### src/timer_ctrl_pkg.sv
// Shared constants and types for the timer prescale and event-edge control block
package timer_ctrl_pkg;

    // Register port geometry
    localparam int ADDR_W = 4;
    localparam int DATA_W = 8;

    // Register offsets (byte index on the register port)
    localparam logic [ADDR_W-1:0] OFS_DOWN_COUNTER_CLOCK_SELECT = 4'h0;
    localparam logic [ADDR_W-1:0] OFS_EVENT_EDGE_TRIGGER_AB = 4'h1;
    localparam logic [ADDR_W-1:0] OFS_EVENT_EDGE_TRIGGER_CD = 4'h2;
    localparam logic [ADDR_W-1:0] OFS_EVENT_EDGE_EF = 4'h3;

    // Values after reset
    localparam logic [DATA_W-1:0] RST_REG = 8'h00;

    // Writable bit masks; reserved bits are never stored
    localparam logic [DATA_W-1:0] MASK_CLOCK_SELECT = 8'h77;
    localparam logic [DATA_W-1:0] MASK_EDGE_TRIGGER = 8'h77;
    localparam logic [DATA_W-1:0] MASK_EDGE_ONLY = 8'h33;

    // Field positions
    localparam int PRE_LO_LSB = 0;
    localparam int PRE_HI_LSB = 4;
    localparam int EDGE_LO_LSB = 0;
    localparam int EDGE_HI_LSB = 4;
    localparam int TRIG_LO_BIT = 2;
    localparam int TRIG_HI_BIT = 6;
    localparam int RSVD_HI_BIT = 7;
    localparam int RSVD_LO_BIT = 3;

    // Channel counts
    localparam int EV_CHANNELS = 6;
    localparam int TRIG_CHANNELS = 4;
    localparam int PRE_STAGES = 5;
    localparam int PRE_TAPS = 6;
    localparam int SYNC_STAGES = 3;

    // Prescale codes: base clock divided by 1 to 32
    typedef enum logic [2:0] {
        PRE_DIV1 = 3'b000,
        PRE_DIV2 = 3'b001,
        PRE_DIV4 = 3'b010,
        PRE_DIV8 = 3'b011,
        PRE_DIV16 = 3'b100,
        PRE_DIV32 = 3'b101,
        PRE_BAD6 = 3'b110,
        PRE_BAD7 = 3'b111
    } prescale_t;

    // Edge selection codes for the event counters
    typedef enum logic [1:0] {
        EDGE_OFF = 2'b00,
        EDGE_RISE = 2'b01,
        EDGE_FALL = 2'b10,
        EDGE_BOTH = 2'b11
    } edge_mode_t;

    // One register port request
    typedef struct packed {
        logic wr;
        logic rd;
        logic [ADDR_W-1:0] addr;
        logic [DATA_W-1:0] wdata;
    } reg_req_t;

endpackage

### src/timer_ctrl_top.sv
// Channel-8 prescale select and channel-9 edge and capture-trigger control registers
`timescale 1ns/100ps

module timer_ctrl_top
#(
    parameter int CNT_W = 16
)
(
    // Clock and reset
    input wire logic mclk,
    input wire logic rst,
    // Register port
    input timer_ctrl_pkg::reg_req_t bus_req,
    output logic [timer_ctrl_pkg::DATA_W-1:0] rdata,
    // Count enables for the two down-counter groups
    output logic low_group_tick,
    output logic high_group_tick,
    // Event inputs, compare values and counts
    input wire logic [timer_ctrl_pkg::EV_CHANNELS-1:0] event_in,
    input wire logic [timer_ctrl_pkg::EV_CHANNELS-1:0][CNT_W-1:0] event_compare_value,
    output logic [timer_ctrl_pkg::EV_CHANNELS-1:0][CNT_W-1:0] event_counter,
    // Capture request towards channel 3
    output logic capture_trigger
);
    import timer_ctrl_pkg::*;

    typedef struct packed {
        logic [DATA_W-1:0] clk_sel;
        logic [DATA_W-1:0] edge_ab;
        logic [DATA_W-1:0] edge_cd;
        logic [DATA_W-1:0] edge_ef;
        logic [DATA_W-1:0] rdata;
        logic low_tick;
        logic high_tick;
        logic capture;
    } top_state_t;

    top_state_t st;
    top_state_t next_st;

    logic [PRE_TAPS-1:0] pre_tick;
    prescale_t low_sel;
    prescale_t high_sel;
    logic [EV_CHANNELS-1:0][1:0] edge_sel;
    logic [TRIG_CHANNELS-1:0] trig_en;
    logic [EV_CHANNELS-1:0] match;
    logic [DATA_W-1:0] read_mux;

    // Shared divider for both down-counter groups
    prescaler u_pre
    (
        .mclk(mclk),
        .rst(rst),
        .tick(pre_tick)
    );

    // Field extraction from the stored registers
    assign low_sel = prescale_t'(st.clk_sel[PRE_LO_LSB +: 3]);
    assign high_sel = prescale_t'(st.clk_sel[PRE_HI_LSB +: 3]);

    // Channel order A..F: low then high field of each register
    assign edge_sel = {
        st.edge_ef[EDGE_HI_LSB +: 2],
        st.edge_ef[EDGE_LO_LSB +: 2],
        st.edge_cd[EDGE_HI_LSB +: 2],
        st.edge_cd[EDGE_LO_LSB +: 2],
        st.edge_ab[EDGE_HI_LSB +: 2],
        st.edge_ab[EDGE_LO_LSB +: 2]
    };

    // Trigger enables for A, B, C, D
    assign trig_en = {
        st.edge_cd[TRIG_HI_BIT],
        st.edge_cd[TRIG_LO_BIT],
        st.edge_ab[TRIG_HI_BIT],
        st.edge_ab[TRIG_LO_BIT]
    };

    // One event counter per channel
    for (genvar i = 0; i < EV_CHANNELS; i++)
    begin : g_ev
        event_channel #(.CNT_W(CNT_W)) u_ch
        (
            .mclk(mclk),
            .rst(rst),
            .event_in(event_in[i]),
            .edge_pick(edge_mode_t'(edge_sel[i])),
            .compare(event_compare_value[i]),
            .count(event_counter[i]),
            .match(match[i])
        );
    end

    // Read view; reserved bits are never stored so they read as zero
    always_comb
    begin
        case (bus_req.addr)
            OFS_DOWN_COUNTER_CLOCK_SELECT: read_mux = st.clk_sel;
            OFS_EVENT_EDGE_TRIGGER_AB: read_mux = st.edge_ab;
            OFS_EVENT_EDGE_TRIGGER_CD: read_mux = st.edge_cd;
            OFS_EVENT_EDGE_EF: read_mux = st.edge_ef;
            default: read_mux = '0; // Unmapped offsets read zero
        endcase
    end

    // Next state: register writes, read return, tick select, capture request
    always_comb
    begin
        next_st = st;
        if (bus_req.wr)
        begin
            case (bus_req.addr)
                OFS_DOWN_COUNTER_CLOCK_SELECT:
                    next_st.clk_sel = bus_req.wdata & MASK_CLOCK_SELECT;
                OFS_EVENT_EDGE_TRIGGER_AB:
                    next_st.edge_ab = bus_req.wdata & MASK_EDGE_TRIGGER;
                OFS_EVENT_EDGE_TRIGGER_CD:
                    next_st.edge_cd = bus_req.wdata & MASK_EDGE_TRIGGER;
                OFS_EVENT_EDGE_EF:
                    next_st.edge_ef = bus_req.wdata & MASK_EDGE_ONLY;
                default:
                    next_st.rdata = st.rdata; // Writes to unmapped offsets are dropped
            endcase
        end
        // Read data stands only in the cycle after the strobe
        next_st.rdata = bus_req.rd ? read_mux : '0;
        // Prohibited codes give no tick rather than an arbitrary rate
        next_st.low_tick = (low_sel <= PRE_DIV32) ? pre_tick[low_sel] : 1'b0;
        next_st.high_tick = (high_sel <= PRE_DIV32) ? pre_tick[high_sel] : 1'b0;
        // Any enabled match among A..D requests one capture
        next_st.capture = |(match[TRIG_CHANNELS-1:0] & trig_en);
    end

    // All control state clears to zero, trigger enables included
    always_ff @(posedge mclk)
    begin
        if (rst)
            st <= '0;
        else
            st <= next_st;
    end

    assign rdata = st.rdata;
    assign low_group_tick = st.low_tick;
    assign high_group_tick = st.high_tick;
    assign capture_trigger = st.capture;
endmodule

### src/prescaler.sv
// Free-running divider giving one-cycle ticks at the base rate divided by powers of two
`timescale 1ns/100ps

module prescaler
(
    // Clock and reset
    input wire logic mclk,
    input wire logic rst,
    // Tick k pulses once every 2**k cycles
    output logic [timer_ctrl_pkg::PRE_TAPS-1:0] tick
);
    import timer_ctrl_pkg::*;

    typedef struct packed {
        logic [PRE_STAGES-1:0] cnt;
    } pre_state_t;

    pre_state_t st;
    pre_state_t next_st;

    // Counter advances every cycle
    always_comb
    begin
        next_st = st;
        next_st.cnt = st.cnt + 1'b1;
    end

    always_ff @(posedge mclk)
    begin
        if (rst)
            st <= '0;
        else
            st <= next_st;
    end

    // Tap k fires when the low k bits are all ones; tap 0 is the undivided rate
    assign tick[0] = 1'b1;
    for (genvar k = 1; k < PRE_TAPS; k++)
    begin : g_tap
        assign tick[k] = &st.cnt[k-1:0];
    end

endmodule

### src/event_channel.sv
// One event counter: synchronised input, selectable edge, compare match pulse
`timescale 1ns/100ps

module event_channel
#(
    parameter int CNT_W = 16
)
(
    // Clock and reset
    input wire logic mclk,
    input wire logic rst,
    // Event pin and edge choice
    input wire logic event_in,
    input timer_ctrl_pkg::edge_mode_t edge_pick,
    // Compare value and results
    input wire logic [CNT_W-1:0] compare,
    output logic [CNT_W-1:0] count,
    output logic match
);
    import timer_ctrl_pkg::*;

    typedef struct packed {
        logic [SYNC_STAGES-1:0] sync;
        logic lvl;
        logic [CNT_W-1:0] cnt;
        logic match;
    } ch_state_t;

    ch_state_t st;
    ch_state_t next_st;
    logic agree;
    logic rise;
    logic fall;
    logic inc;
    logic [CNT_W-1:0] cnt_plus;

    // Only stages 1 and 2 are inspected; stage 0 may be metastable
    assign agree = st.sync[1] == st.sync[2];
    assign rise = agree && st.sync[2] && !st.lvl;
    assign fall = agree && !st.sync[2] && st.lvl;
    assign cnt_plus = st.cnt + 1'b1;

    // Edge qualification per selected mode
    always_comb
    begin
        case (edge_pick)
            EDGE_OFF: inc = 1'b0;
            EDGE_RISE: inc = rise;
            EDGE_FALL: inc = fall;
            EDGE_BOTH: inc = rise || fall;
            default: inc = 1'b0;
        endcase
    end

    // Next state: shift sync chain, track level, count and flag equality
    always_comb
    begin
        next_st = st;
        next_st.sync = {st.sync[1:0], event_in};
        if (agree)
            next_st.lvl = st.sync[2];
        next_st.match = 1'b0;
        if (inc)
        begin
            next_st.cnt = cnt_plus;
            next_st.match = cnt_plus == compare;
        end
    end

    always_ff @(posedge mclk)
    begin
        if (rst)
            st <= '0;
        else
            st <= next_st;
    end

    assign count = st.cnt;
    assign match = st.match;
endmodule

### config.mk
export PLATFORM = sky130hd
export DESIGN_NAME = timer_ctrl_top
export DESIGN_NICKNAME = d
export VERILOG_FILES = /design/src/timer_ctrl_pkg.sv /design/src/timer_ctrl_top.sv /design/src/prescaler.sv /design/src/event_channel.sv
export SDC_FILE = /design/constraint.sdc
export NUM_CORES = 1
export LEC_CHECK = 0
export ABC_CLOCK_PERIOD_IN_PS = 7000
export BUFFER_PORTS_ARGS = -buffer_cell sky130_fd_sc_hd__buf_2
export CAP_MARGIN = 5
export CORE_UTILIZATION = 40
export CTS_CLUSTER_DIAMETER = 40
export DETAILED_ROUTE_END_ITERATION = 10
export HOLD_SLACK_MARGIN = 0.05
export MAX_ROUTING_LAYER = met4
export PLACE_DENSITY = 0.69
export SLEW_MARGIN = 15
export SYNTH_ARGS = -nofsm -noshare
export SYNTH_HDL_FRONTEND = slang
export SYNTH_HIERARCHICAL = 1
export SYNTH_SLANG_ARGS = --single-unit
export TNS_END_PERCENT = 50
### constraint.sdc
create_clock -name mclk -period 7 [get_ports mclk]
set_clock_uncertainty 0.1 [all_clocks]
set_input_delay 1.05 -clock mclk [delete_from_list [all_inputs] [get_ports mclk]]
set_output_delay 1.05 -clock mclk [all_outputs]
set_load 0.005 [all_outputs]
After elaboration in Yosys (flattened, before gate mapping)
Cells that the tools add are included.
Widths: inputs -> output; s select.
Cells by class
  eq/ne operators: 31
  bitwise logic cells: 8
  reductions and logical operators: 65
  $lt $le $gt $ge: 4
  mux-type cells: 11
  $add $sub $neg: 7
Operator list (number)
  $add 16x1->16 const B: 6
  $eq 16x16->1: 4
  $pmux 7 s4: 1
  $eq 2x2->1 const B: 12
  $logic_and 1x1->1: 24
  $pmux 1 s4: 6
  $reduce_or 2->1: 7
  $eq 2x1->1 const B: 6
  $logic_not 1->1: 12
  $logic_not 2->1: 6
  $reduce_and 2->1: 5
  $eq 4x2->1 const B: 2
  $lt 3x4->1 const B: 2
  $not 1->1: 7
  $bmux 1 s3: 2
  $eq 1x1->1: 6
  $le 3x3->1 const B: 2
  $logic_or 1x1->1: 6
  $add 5x1->5 const B: 1
  $reduce_and 5->1: 1
  $and 4x4->4: 1
  $eq 4x1->1 const B: 1
  $logic_not 4->1: 1
  $reduce_and 4->1: 1
  3 further kinds: 4
Storage, ports and cells
  input bits: 118
  register bits after elaboration: 162
  word-level logic and storage cells: 157
  output and inout port bits: 107

Logic depth before layout (Yosys ltp)
  word-level depth: 7
  depth in mapped cells: 7

Modules after synthesis
The synthesis kept the hierarchy.
By module, submodules not included
  event_channel: area an instance 1515.2 um2, sequential area each 420.4 um2, cells each 187, instances 6
  timer_ctrl_top: area an instance 1527.7 um2, sequential area each 620.6 um2, cells each 144, instances 1
  prescaler: area an instance 219.0 um2, sequential area each 100.1 um2, cells each 20, instances 1

Least setup slack after synthesis
OpenSTA, ideal clock, no wires.
  kind: input to register
  from: in event_compare_value[1] (netlist name)
  to: reg g_ev[0].u_ch.st (netlist bit g_ev[0].u_ch/match)
  path slack: 4152 ps
  stages on the path: 5
  data required time: 6808 ps
  data arrival time: 2656 ps
  cells stage by stage: xor2_1 > or4_1 > a211o_1 > or4_1 > nor4_1
On the way
  cells in the longest elaborated chain, start to end: 1
RTL lines
  start, declared: RTL line timer_ctrl_top.sv:20  | input wire logic [timer_ctrl_pkg::EV_CHANNELS-1:0][CNT_W-1:0] event_compare_value,
  $eq 16x16->1: RTL line event_channel.sv:66  | next_st.match = cnt_plus == compare;
  end signal, assigned: RTL line event_channel.sv:75  | st <= next_st;
  end, declared: RTL line event_channel.sv:29  | ch_state_t st;
No other way between the ends.
A chain may end at the register's enable or synchronous reset.

Final worst setup path
  from: in rst
  to: reg g_ev[1].u_ch.st (netlist bit g_ev[1].u_ch/match)
On the way
  cells in the longest elaborated chain, start to end: 1
RTL lines
  start, declared: RTL line timer_ctrl_top.sv:11  | input wire logic rst,
  $reduce_or 2->1 (no source line)
  end signal, assigned: RTL line event_channel.sv:75
  end, declared: RTL line event_channel.sv:29
No other way between the ends.

==> reports/metrics.cfg <==
[floorplan]
die_width_um=159
initial_core_util=0.408
die_area_sq_um=25300
dieHeight_um=159
floorplan.rows=57
floorplan.core_area_sq_um=24200
pin_count=225

[grt]
grt_pass1_wl_mm=35.6
overall_fraction_of_global_route_tracks_in_use=0.175
grt_start_max_net_pins=78
grt_antenna_before_repair=3
globalRoute.totalOverflow=0
first_global_vias=7145

[critical_path]
start_kind=primary input
critPathKind=primary input to register
worstPathRequired_ps=7200
arrival_time_reported_for_the_critical_path_endpoint_ps=3430
rrSetupSlack_ps=4190
critical_path_peak_fanout=52
endpoint_kind=register

[placement]
io_buffer_count=188
finalWeightedCongestion=0.907
dp_hpwl_mm=15.6

[clock_network]
cts-root-buf=sky130_fd_sc_hd__clkbuf_16
postCtsSetupBuffers=0
cts_inserted_buffers=17
h-tree-depth=4
clock_insertion_delay_worst_skew_ps=420
post_cts_hold_buffer_count=0
clock_sink_count=160
tritoncts=done
clock_pin_slew_of_the_registers_on_the_worst_case_setup_and_hold_paths_ps=60
post_cts_resize_count=0
clockBufferDepth=2

[outcome]
run_status=completed

[hold_path]
kind_of_path_behind_the_tightest_hold_check=register to register

[drt]
count_of_antenna_violating_nets_left_after_detailed_routing=0
drc=0
wire_per_inst_um=14.0
first_pass_iters=5
route.vias.total=7694
drt_initial_violations=470
totalWireLength_mm=21.4
route.detailed.vias_per_inst=5.03

[sta]
relSlewSlack=0.337
drv_slew=0
max_freq_ghz=0.310
setup_tns_ps=0
fin_crit_ps=3220
final.period_utilization=0.461
max_slew.worst_pin.slew_ps=991
hold_slack_ps=337
final-setup-viol-count=0
timing.final.hold_violations=0
rsz0062_at_grt=false

[yosys]
netlist_area_sq_um=9880
avg_cell_area_syn_sq_um=8.53
synth-warning-count=6
synth_cells=1158

[finish]
final_layout_size_suffix_gt1_frac=0.217
multiInputGateArea_sq_um=5480
fillerInstances=2464
synthToLayoutAreaGrowth_pct=8.79
finalNetCount=1328
postLayoutCoreUtil=0.443
seqCellArea_sq_um=3200

[pwr]
ir_worst_vdd_mv=0.118
power_density_nw_per_um2=186
power.leakage_nw=4.18

[flow_run]
reported_max_cap_violation_count=0

-- final timing paths --
path / startpoint / endpoint / depth (start not counted)
setup / recovery: rst / g_ev[1].u_ch/match / 6
hold / removal: g_ev[1].u_ch/next_st[19] / g_ev[1].u_ch/next_st[20] / 1
setup reg to reg: g_ev[1].u_ch/count[0] / g_ev[1].u_ch/match / 6
hold reg to reg: g_ev[1].u_ch/next_st[19] / g_ev[1].u_ch/next_st[20] / 1
-- flip-flops by register name (all words and copies together) (netlist names) --
register	count
g_ev.u_ch/count	96
edge_sel	12
g_ev.u_ch/next_st	12
g_ev.u_ch/st	12
rdata	6
u_pre/st	5
g_ev.u_ch/match	4
st	4
high_sel	3
low_sel	3
capture_trigger	1
high_group_tick	1
low_group_tick	1
-- stage by stage --
stage | worst slack, ps | std cells | total power, mW | cell area [sq um]
2_1_floorplan | 4150 | 1159 | 1.02 | 9890
3_3_place_gp | 3350 | 1494 | 1.06 | 10100
3_5_place_dp | 3310 | 1494 | 1.06 | 10100
4_1_cts | 3740 | 1526 | 2.04 | 10700
5_1_grt | 3620 | 1529 | 2.09 | 10700
6_report | 3780 | 1530 | 2.00 | 10800
-- power by group --
part / total [mW] / switching, mW / internal (mW)
combinational: 0.116 / 0.0603 / 0.0560
sequential: 0.924 / 0.00548 / 0.919
clock: 0.962 / 0.382 / 0.580
-- layout by cell type, fill, tap and decap left out, drive strengths merged, types with 21 or more instances in the layout --
cell type	instances
dfxtp	160
nand3	21
inv	23
ha	21
nor3	50
mux2i	45
xnor2	142
nand2b	39
buf	190
nand2	35
nor2b	21
nand4	31
nor2	157
xor2	28
nor4	32
-- layout make-up --
cell class | instances | area share
clock inverter | 13 | 0.0150
multi-input combinational | 798 | 0.509
antenna | 4 | 0.000931
inverter | 22 | 0.00768
tap | 324 | 0.0377
timing repair buffer | 190 | 0.0892
sequential | 160 | 0.298
clock buffer | 19 | 0.0421
-- layer usage --
| metal | wire length [um] | vias up | GRT usage |
|---|---|---|---|
| li1 | - | 3906 | - |
| met1 | 10200 | 3614 | 0.223 |
| met2 | 10100 | 152 | 0.280 |
| met3 | 728 | 22 | 0.0276 |
| met4 | 318 | 0 | 0.0629 |
| met5 | 0 | - | - |
-- worst max-delay path, cell delays in order --
cell	delay (ps)
sky130_fd_sc_hd__buf_4	240
sky130_fd_sc_hd__buf_4	350
sky130_fd_sc_hd__or4_1	580
sky130_fd_sc_hd__a211o_1	290
sky130_fd_sc_hd__or4_1	540
sky130_fd_sc_hd__nor4_1	350
Power figures use the tool's default switching activity.
